==> src/mip_cfg.svh <==
// Constants of the interrupt enable and priority block.
// Assumes the Avalon-MM master uses byte addresses, register index times four.
//
// Summary of operation
// - Global enable bit 7 gates every request
// - Enable bit 5 masks timer 2
// - Enable bit 4 masks serial port
// - Enable bit 3 masks timer 1
// - Enable bit 2 masks external 1
// - Enable bit 1 masks timer 0
// - Enable bit 0 masks external 0
// - High bit 7 raises external 3
// - High bit 6 raises external 2
// - High bit 5 raises timer 2
// - High bit 4 raises serial port
// - High bit 3 raises timer 1
// - High bit 2 raises external 1
// - High bit 1 raises timer 0
// - High bit 0 raises external 0
// - Low bit 5 raises timer 2
// - Low bit 4 raises serial port
// - Low bit 3 raises timer 1
// - Low bit 2 raises external 1
// - Low bit 1 raises timer 0
// - Low bit 0 raises external 0
// - External 2 and 3 own enables, low priority
// - Serial request from done flags, software clears
`ifndef MIP_CFG_SVH
`define MIP_CFG_SVH

// ****************************************
// Register indices
// ****************************************
`define MIP_IE_IDX 8'ha8
`define MIP_IPH_IDX 8'hb7
`define MIP_IP_IDX 8'hb8
`define MIP_XC_IDX 8'hc0
`define MIP_SER_IDX 8'hd0

// ****************************************
// Fields and reset values
// ****************************************
`define MIP_EA_BIT 7
`define MIP_IE_MASK 8'hbf
`define MIP_IP_MASK 8'h3f
`define MIP_SER_MASK 8'h03
`define MIP_XC_IT2 0
`define MIP_XC_IE2 1
`define MIP_XC_EX2 2
`define MIP_XC_PX2 3
`define MIP_XC_IT3 4
`define MIP_XC_IE3 5
`define MIP_XC_EX3 6
`define MIP_XC_PX3 7
`define MIP_SER_RX 0
`define MIP_SER_TX 1
`define MIP_REG_RST 8'h00
`define MIP_VEC_EXT2 3'h6
`define MIP_VEC_EXT3 3'h7

`endif

==> src/mip_pkg.sv <==
// Types shared by the interrupt enable and priority block.
// Assumes constants come from mip_cfg.svh.
package mip_pkg;

	// ****************************************
	// Types
	// ****************************************
	typedef enum logic {
		MIP_BUS_IDLE,
		MIP_BUS_ANSWER
	} mip_bus_e;

	typedef struct packed {
		logic valid;
		logic [2:0] vec;
		logic [1:0] lvl;
	} mip_grant_s;

endpackage : mip_pkg

==> src/mip_irq_ctrl.sv <==
// Interrupt enable, priority and preemption logic for eight sources.
// Assumes sources are synchronous to ref_clk and the core pulses ack and ret.
`timescale 1ns/1ps
`include "mip_cfg.svh"
module mip_irq_ctrl (
	input wire logic ref_clk,
	input wire logic arst_n,
	input wire logic [9:0] avs_address,
	input wire logic avs_read,
	input wire logic avs_write,
	input wire logic [31:0] avs_writedata,
	input wire logic [3:0] avs_byteenable,
	output logic [31:0] avs_readdata,
	output logic avs_waitrequest,
	input wire logic ext0_req,
	input wire logic timer0_req,
	input wire logic ext1_req,
	input wire logic timer1_req,
	input wire logic timer2_req,
	input wire logic ext_irq2_input_n,
	input wire logic ext_irq3_input_n,
	input wire logic tx_done_set,
	input wire logic rx_done_set,
	input wire logic irq_ack,
	input wire logic irq_ret,
	output logic irq_req,
	output logic [2:0] irq_vec,
	output logic [1:0] irq_level
);

	// ****************************************
	// Functions
	// ****************************************
	function automatic logic hit(
		input logic [9:0] addr,
		input logic [7:0] idx
	);
		return addr == {idx, 2'b00};
	endfunction : hit

	// Strict compare keeps the lowest index on a tie
	function automatic mip_pkg::mip_grant_s pick_grant(
		input logic [7:0] pend,
		input logic [15:0] lv
	);
		mip_pkg::mip_grant_s g;
		g = '0;
		for (int i = 0; i < 8; i++) begin
			if (pend[i] && (!g.valid || lv[2*i+:2] > g.lvl)) begin
				g.valid = 1'b1;
				g.vec = 3'(i);
				g.lvl = lv[2*i+:2];
			end
		end
		return g;
	endfunction : pick_grant

	// ****************************************
	// State
	// ****************************************
	mip_pkg::mip_bus_e st_q;
	mip_pkg::mip_bus_e st_d;
	logic wait_q;
	logic wait_d;
	logic [31:0] rdata_q;
	logic [31:0] rdata_d;
	logic [7:0] ie_q;
	logic [7:0] ie_d;
	logic [7:0] hi_q;
	logic [7:0] hi_d;
	logic [7:0] lo_q;
	logic [7:0] lo_d;
	logic [7:0] xc_q;
	logic [7:0] xc_d;
	logic [7:0] ser_q;
	logic [7:0] ser_d;
	logic pin2_q;
	logic pin3_q;
	logic [3:0] isr_q;
	logic [3:0] isr_d;
	mip_pkg::mip_grant_s grant_q;
	mip_pkg::mip_grant_s grant_d;
	logic [7:0] rd_byte;
	logic wr_take;
	logic fall2;
	logic fall3;
	logic ext2_src;
	logic ext3_src;
	logic [7:0] src_vec;
	logic [7:0] en_vec;
	logic [7:0] lo_vec;
	logic [15:0] lvl_vec;
	logic [7:0] pend;
	mip_pkg::mip_grant_s best;
	logic act_valid;
	logic [1:0] act_lvl;

	// ****************************************
	// Register bus
	// ****************************************
	always_comb begin
		rd_byte = 8'h00;
		if (hit(avs_address, `MIP_IE_IDX)) begin
			rd_byte = ie_q;
		end else if (hit(avs_address, `MIP_IPH_IDX)) begin
			rd_byte = hi_q;
		end else if (hit(avs_address, `MIP_IP_IDX)) begin
			rd_byte = lo_q;
		end else if (hit(avs_address, `MIP_XC_IDX)) begin
			rd_byte = xc_q;
		end else if (hit(avs_address, `MIP_SER_IDX)) begin
			rd_byte = ser_q;
		end
	end

	// One wait state: request seen, then answered on the next edge
	always_comb begin
		st_d = st_q;
		wait_d = wait_q;
		rdata_d = rdata_q;
		case (st_q)
			mip_pkg::MIP_BUS_IDLE: begin
				if (avs_read || avs_write) begin
					st_d = mip_pkg::MIP_BUS_ANSWER;
					wait_d = 1'b0;
					rdata_d = avs_read ? {24'h000000, rd_byte} : 32'h00000000;
				end
			end
			mip_pkg::MIP_BUS_ANSWER: begin
				st_d = mip_pkg::MIP_BUS_IDLE;
				wait_d = 1'b1;
			end
			default: begin
				st_d = mip_pkg::MIP_BUS_IDLE;
				wait_d = 1'b1;
			end
		endcase
	end

	always_ff @(posedge ref_clk or negedge arst_n) begin
		if (!arst_n) begin
			st_q <= mip_pkg::MIP_BUS_IDLE;
			wait_q <= 1'b1;
			rdata_q <= 32'h00000000;
		end else begin
			st_q <= st_d;
			wait_q <= wait_d;
			rdata_q <= rdata_d;
		end
	end

	assign avs_readdata = rdata_q;
	assign avs_waitrequest = wait_q;
	assign wr_take = avs_write && st_q == mip_pkg::MIP_BUS_ANSWER && avs_byteenable[0];

	// ****************************************
	// Source conditioning
	// ****************************************
	assign fall2 = pin2_q && !ext_irq2_input_n;
	assign fall3 = pin3_q && !ext_irq3_input_n;
	// Edge mode uses the flag, level mode follows the pin
	assign ext2_src = xc_q[`MIP_XC_IT2] ? xc_q[`MIP_XC_IE2] : !ext_irq2_input_n;
	assign ext3_src = xc_q[`MIP_XC_IT3] ? xc_q[`MIP_XC_IE3] : !ext_irq3_input_n;
	assign src_vec = {ext3_src, ext2_src, timer2_req,
		ser_q[`MIP_SER_TX] | ser_q[`MIP_SER_RX],
		timer1_req, ext1_req, timer0_req, ext0_req};
	assign en_vec = {xc_q[`MIP_XC_EX3], xc_q[`MIP_XC_EX2], ie_q[5:0]};
	assign lo_vec = {xc_q[`MIP_XC_PX3], xc_q[`MIP_XC_PX2], lo_q[5:0]};
	assign pend = {8{ie_q[`MIP_EA_BIT]}} & en_vec & src_vec;

	// ****************************************
	// Software registers and flags
	// ****************************************
	always_comb begin
		ie_d = ie_q;
		hi_d = hi_q;
		lo_d = lo_q;
		xc_d = xc_q;
		ser_d = ser_q;
		if (wr_take) begin
			if (hit(avs_address, `MIP_IE_IDX)) begin
				ie_d = avs_writedata[7:0] & `MIP_IE_MASK;
			end
			if (hit(avs_address, `MIP_IPH_IDX)) begin
				hi_d = avs_writedata[7:0];
			end
			if (hit(avs_address, `MIP_IP_IDX)) begin
				lo_d = avs_writedata[7:0] & `MIP_IP_MASK;
			end
			if (hit(avs_address, `MIP_XC_IDX)) begin
				xc_d = avs_writedata[7:0];
			end
			if (hit(avs_address, `MIP_SER_IDX)) begin
				ser_d = avs_writedata[7:0] & `MIP_SER_MASK;
			end
		end
		// Servicing an edge-mode source drops its flag
		if (irq_ack && grant_q.valid) begin
			if (grant_q.vec == `MIP_VEC_EXT2 && xc_q[`MIP_XC_IT2]) begin
				xc_d[`MIP_XC_IE2] = 1'b0;
			end
			if (grant_q.vec == `MIP_VEC_EXT3 && xc_q[`MIP_XC_IT3]) begin
				xc_d[`MIP_XC_IE3] = 1'b0;
			end
		end
		// Hardware set last, so it beats any clear in the same cycle
		if (fall2 && xc_q[`MIP_XC_IT2]) begin
			xc_d[`MIP_XC_IE2] = 1'b1;
		end
		if (fall3 && xc_q[`MIP_XC_IT3]) begin
			xc_d[`MIP_XC_IE3] = 1'b1;
		end
		if (rx_done_set) begin
			ser_d[`MIP_SER_RX] = 1'b1;
		end
		if (tx_done_set) begin
			ser_d[`MIP_SER_TX] = 1'b1;
		end
	end

	always_ff @(posedge ref_clk or negedge arst_n) begin
		if (!arst_n) begin
			ie_q <= `MIP_REG_RST;
			hi_q <= `MIP_REG_RST;
			lo_q <= `MIP_REG_RST;
			xc_q <= `MIP_REG_RST;
			ser_q <= `MIP_REG_RST;
			pin2_q <= 1'b1;
			pin3_q <= 1'b1;
		end else begin
			ie_q <= ie_d;
			hi_q <= hi_d;
			lo_q <= lo_d;
			xc_q <= xc_d;
			ser_q <= ser_d;
			pin2_q <= ext_irq2_input_n;
			pin3_q <= ext_irq3_input_n;
		end
	end

	// ****************************************
	// Levels and arbitration
	// ****************************************
	// Level 3 when both bits set, 0 when neither
	for (genvar g = 0; g < 8; g++) begin : g_lvl
		assign lvl_vec[2*g+:2] = {hi_q[g], lo_vec[g]};
	end

	assign best = pick_grant(pend, lvl_vec);

	always_comb begin
		act_valid = 1'b0;
		act_lvl = 2'h0;
		for (int i = 0; i < 4; i++) begin
			if (isr_q[i]) begin
				act_valid = 1'b1;
				act_lvl = 2'(i);
			end
		end
	end

	always_comb begin
		grant_d = best;
		// Dropped in the ack cycle so the core never sees it twice
		grant_d.valid = best.valid && !irq_ack && (!act_valid || best.lvl > act_lvl);
		isr_d = isr_q;
		if (irq_ret && act_valid) begin
			isr_d[act_lvl] = 1'b0;
		end
		if (irq_ack && grant_q.valid) begin
			isr_d[grant_q.lvl] = 1'b1;
		end
	end

	always_ff @(posedge ref_clk or negedge arst_n) begin
		if (!arst_n) begin
			grant_q <= '0;
			isr_q <= 4'h0;
		end else begin
			grant_q <= grant_d;
			isr_q <= isr_d;
		end
	end

	assign irq_req = grant_q.valid;
	assign irq_vec = grant_q.vec;
	assign irq_level = grant_q.lvl;

	// ****************************************
	// Checks
	// ****************************************
	logic [7:0] pend_p_q;
	logic [15:0] lvl_p_q;
	logic act_v_p_q;
	logic [1:0] act_l_p_q;
	mip_pkg::mip_grant_s chk_g;

	always_ff @(posedge ref_clk or negedge arst_n) begin
		if (!arst_n) begin
			pend_p_q <= 8'h00;
			lvl_p_q <= 16'h0000;
			act_v_p_q <= 1'b0;
			act_l_p_q <= 2'h0;
		end else begin
			pend_p_q <= pend;
			lvl_p_q <= lvl_vec;
			act_v_p_q <= act_valid;
			act_l_p_q <= act_lvl;
		end
	end

	assign chk_g = pick_grant(pend_p_q, lvl_p_q);
endmodule : mip_irq_ctrl

==> config.mk <==
export PLATFORM = sky130hd
export DESIGN_NAME = mip_irq_ctrl
export DESIGN_NICKNAME = d
export VERILOG_FILES = /design/src/mip_pkg.sv /design/src/mip_irq_ctrl.sv
export VERILOG_INCLUDE_DIRS = /design/src
export SDC_FILE = /design/constraint.sdc
export NUM_CORES = 1
export LEC_CHECK = 0
export ABC_AREA = 1
export BUFFER_PORTS_ARGS = -buffer_cell sky130_fd_sc_hd__buf_2
export CAP_MARGIN = 20
export CORE_MARGIN = 1.5
export CORE_UTILIZATION = 49
export DETAILED_ROUTE_END_ITERATION = 10
export PLACE_DENSITY = 0.79
export SLEW_MARGIN = 15
export SYNTH_ARGS = -nofsm -noshare
export SYNTH_HDL_FRONTEND = slang
export SYNTH_SLANG_ARGS = --single-unit
==> constraint.sdc <==
create_clock -name ref_clk -period 11.33 [get_ports ref_clk]
set_input_delay 0.5665 -clock ref_clk [delete_from_list [all_inputs] [get_ports ref_clk]]
set_output_delay 0.5665 -clock ref_clk [all_outputs]
set_load 0.01 [all_outputs]
# == Word-level counts from Yosys, hierarchy flattened ==
# Index checks and enable logic that the tools add are counted.
# word_totals
output_inout_bits,39
regBits,77
elab_cells,140
# classes
n_bitwise,7
mux,45
magnitude_cmp,12
n_reduce_logical,52
eq_ne,8
# ops
operator,n
$mux 6,10
$eq 10x10->1 const B,5
$mux 8,5
$logic_and 1x1->1,21
$mux 1,19
$and 8x8->8,2
$gt 2x2->1,8
$reduce_and 2->1,7
$logic_not 1->1,11
$mux 2,5
$logic_or 1x1->1,9
$mux 4,2
$reduce_bool 2->1,4
$eq 3x3->1 const B,2
$lt 2x3->1 const B,2
$and 4x4->4,1
$demux 1 s2,2
$ge 2x1->1 const B,2
$not 4->4,1
$or 4x4->4,1
$pmux 1 s2,2
$ne 2x2->1 const B,1
$not 1->1,1
$or 1x1->1,1

# == Longest topological paths before layout ==
# logic_depth
word_depth,35
ltp_mapped,67

# == Worst setup path after synthesis ==
# OpenSTA, ideal clock, no wires.
# synth_path
path_kind,input to register
start,input port ext0_req
end,register grant_q (netlist bit irq_req)
arrival_ns,7.527
cell_stages,65
t_required_ns,11.236
slack_ns,3.709
setup_time_ns,0.094
cell_sequence,nand3_4 -> nor2_1 -> inv_1 -> ha_1 -> nand2_1 -> nand2_1 -> nand2_1 -> nand2_2 -> nand2_4 -> nand2_1 -> and2_1 -> ha_1 -> inv_1 -> nor2_1 -> o21ai_1 -> nand2_1 -> nand2_4 -> inv_2 -> [... 29 more ...] -> nand2_4 -> nand2_4 -> nand2_2 -> nand2_1 -> ha_1 -> inv_1 -> nor2_1 -> o21ai_0 -> nand2_1 -> nand2_1 -> inv_1 -> nand2_1 -> nand2_1 -> ha_1 -> inv_1 -> nor2_1 -> o21ai_0 -> a211oi_1
# synth_lines
item,line,source
from (decl),mip_irq_ctrl.sv:15,"input wire logic ext0_req,"
to (signal assigned),mip_irq_ctrl.sv:280,grant_q <= grant_d;
to (decl),mip_irq_ctrl.sv:81,mip_pkg::mip_grant_s grant_q;

==> impl_metrics.ini <==
[grt]
grt_pass1_vias = 2893
grt_pass1_wl_mm = 13.6
overflow = 0
grt_use_total_pct = 23.1
antenna_found_initial = 0
grt_max_degree = 54

[status]
status = finished clean

[drt]
vias = 3002
detail-route-antenna-nets = 0
drc_errors = 0
drtIter0Drc = 227
routed_wl_mm = 8.04
routedWlPerCell_um = 13.7
drt-pass1-iter-count = 4
routed_via_density = 5.11

[setup_path]
path_max_fanout = 10
worst-setup-path-type = flip-flop to flip-flop
critPathArrivalTime_ns = 8.88
slowest_delay_ns = 0.68
startpoint_type = flip-flop
cp_num_buf_inv = 10
worst_setup_path_end_kind = flip-flop
crit_slowest_cell = dfrtp_1
cp_common_cell = nand2_1
cpLargestDelayFamily = simple AND/OR/NAND/NOR gates
cp.required_ns = 11.54

[timing]
slew_headroom_pct = 53.4
layout_setup_ws_ns = 2.66
fin_crit_sh_pct = 76.5
tightest_slew_ns = 0.696
hold_viol_final = 0
clock-skew-final_ns = 0.00646
setup_viol = 0
fin_tns_setup_ns = 0
drv_slew = 0
final.min_clock_period_ns = 8.67
holdWs_ns = 0.372
max_clock_freq_mhz = 115
rsz0062_at_grt = no

[cts]
clock_latency_ns = 0.30
cts_sinks = 53
clockRootBuffer = clkbuf_8
cts_setup_buffers = 0
cts_hold_buf = 0
cts_resized = 0
cts_htree_levels = 2
cts_tree = done
cts.clk_slew.worst_paths_ns = 0.10
numCtsBuffers = 5
clockBufferDepth = 2

[final_layout]
drive_above_1_share_pct = 21.4
area_growth_pct = 9.25
utilization_pct = 55.5
final_cells = 587
layout.nets = 566
diodes = 0
fillers = 660

[synthesis]
yosysWarnings = 0
dominantRegCellSynth = dfrtp_1
synth_edf_count = 0
ys_ff_latch = 53
syn-instance-count = 442
synth_cell_type_count = 39
seq_area_frac_synth_pct = 38.5
netlist_area_mm2 = 0.00345
avgSynthCellArea_um2 = 7.81
synthArstFlopShare_pct = 100

[floorplanning]
ioPinCount = 100
dieArea_mm2 = 0.00756
start_util_pct = 50.8
core_region_area_mm2 = 0.00679
rows = 30
fp.dieW_um = 86.9
die_h_um = 86.9

[pwr]
pwr_density_cell_mw_per_mm2 = 86.0
irDropWorstVdd_uv = 43.7
leakagePower_nw = 2.04

[min_path]
hp-class = input port to async pin

[placement]
dpl.hpwl_mm = 6.41
dp_cells = 579
port_buffers = 48
gp_congestion = 0.885
pre_cts_ws_ns = 2.72

[run]
max_cap_violations = 0
[cells in the mapped netlist, types with 3 or more instances]
cell | instances | area, µm²
nand2_4 | 5 | 56.3
o211ai_1 | 5 | 37.5
dfstp_2 | 3 | 78.8
clkbuf_1 | 4 | 15.0
o22ai_1 | 8 | 50.1
inv_2 | 7 | 26.3
nand3_2 | 8 | 80.1
nand2_1 | 97 | 364
ha_1 | 15 | 188
o21ai_1 | 33 | 165
o21ai_0 | 26 | 130
a21oi_1 | 5 | 25.0
o221ai_1 | 3 | 26.3
nor3_1 | 5 | 25.0
a211oi_1 | 3 | 22.5
dfrtp_1 | 50 | 1250
o21ai_2 | 5 | 43.8
buf_4 | 24 | 180
nor2_1 | 25 | 93.8
nand2_2 | 10 | 62.6
nand3_1 | 24 | 120
and2_1 | 3 | 18.8
inv_1 | 51 | 191
[cell type report]
type	instances	area [µm²]	share of cell area (%)
clock buffers	6	72.6	1.92
multi-input cells	323	1770	46.9
inverters	58	218	5.77
well taps	96	120	3.19
repair buffers	49	248	6.57
flip-flops and latches	53	1330	35.3
clock inverters	2	15.0	0.398
[state kept, by name, indices dropped and copies added (netlist names)]
| register | cells |
|---|---|
| irq_level | 2 |
| isr_q | 4 |
| irq_vec | 3 |
| irq_req | 1 |
| pin2_q | 1 |
| st_q | 1 |
| ie_q | 7 |
| avs_readdata | 8 |
| hi_q | 8 |
| ser_q | 2 |
| xc_q | 8 |
| avs_waitrequest | 1 |
| pin3_q | 1 |
| lo_q | 6 |
[worst reg2reg max path: cells and delay by family, from the launching register on]
| family | cells | cell delay (ns) |
|---|---|---|
| buffers and inverters | 10 | 0.62 |
| and+or+nand+nor | 37 | 3.50 |
| adders and majority gates | 8 | 2.26 |
| DFF | 1 | 0.68 |
| AOI/OAI and AO/OA | 10 | 1.48 |
[final timing paths]
check,start,to,slack (ns),cells after the start
hold / removal,arst_n,avs_readdata[1]$_DFFE_PN0P_,0.37,2
max in group asynchronous,arst_n,hi_q[2]$_DFFE_PN0P_,10.51,2
setup / recovery,ie_q[7]$_DFFE_PN0P_,irq_req$_DFF_PN0_,2.66,65
hold reg to reg,xc_q[7]$_DFFE_PN0P_,irq_level[0]$_DFF_PN0_,0.49,2
setup reg to reg,ie_q[7]$_DFFE_PN0P_,irq_req$_DFF_PN0_,2.66,65
min in group ref_clk,ext_irq2_input_n,pin2_q$_DFF_PN1_,0.39,1
[report_power, final]
part           switching (mW)  internal [mW]  leakage (nW)
Combinational          0.0183        0.00719          1.32
Sequential            0.00221          0.192         0.681
Clock                  0.0611         0.0437        0.0374
[layer usage]
metal | up-vias | global-route usage, % | routed length (µm)
met4 | 0 | 7.77 | 157
met3 | 12 | 3.70 | 502
met1 | 1373 | 29.6 | 3430
met2 | 113 | 39.6 | 3950
met5 | - | 0 | 0
li1 | 1504 | - | -
[cell families (layout without fill, tap and decap cells)]
group,Yosys count,after routing,synth area share [%]
flip-flops,53,53,38.5
AO/OA/AOI/OAI,92,92,15.5
other,1,24,0.109
adder cells (fa/ha/maj),15,15,5.44
AND/OR/NAND/NOR,192,192,27.7
buffers and inverters,89,115,12.8
[cell usage in the layout, fill, tap and decap left out, types with 7 or more instances in the layout]
master and n:
buf_2 48, conb_1 24, dfrtp_1 50, ha_1 15, inv_1 51, inv_2 7, nand2_1 97, nand2_2 10
nand3_1 24, nand3_2 8, nor2_1 25, o21ai_0 26, o21ai_1 33, o22ai_1 8
[metrics by stage]
stage          power, mW  area (µm²)
2_1_floorplan      0.214        3540
3_5_place_dp       0.223        3680
5_1_grt            0.339        3770
3_3_place_gp       0.222        3680
4_1_cts            0.327        3770
6_report           0.324        3770
Note: power is estimated with default switching activity, not from simulation.
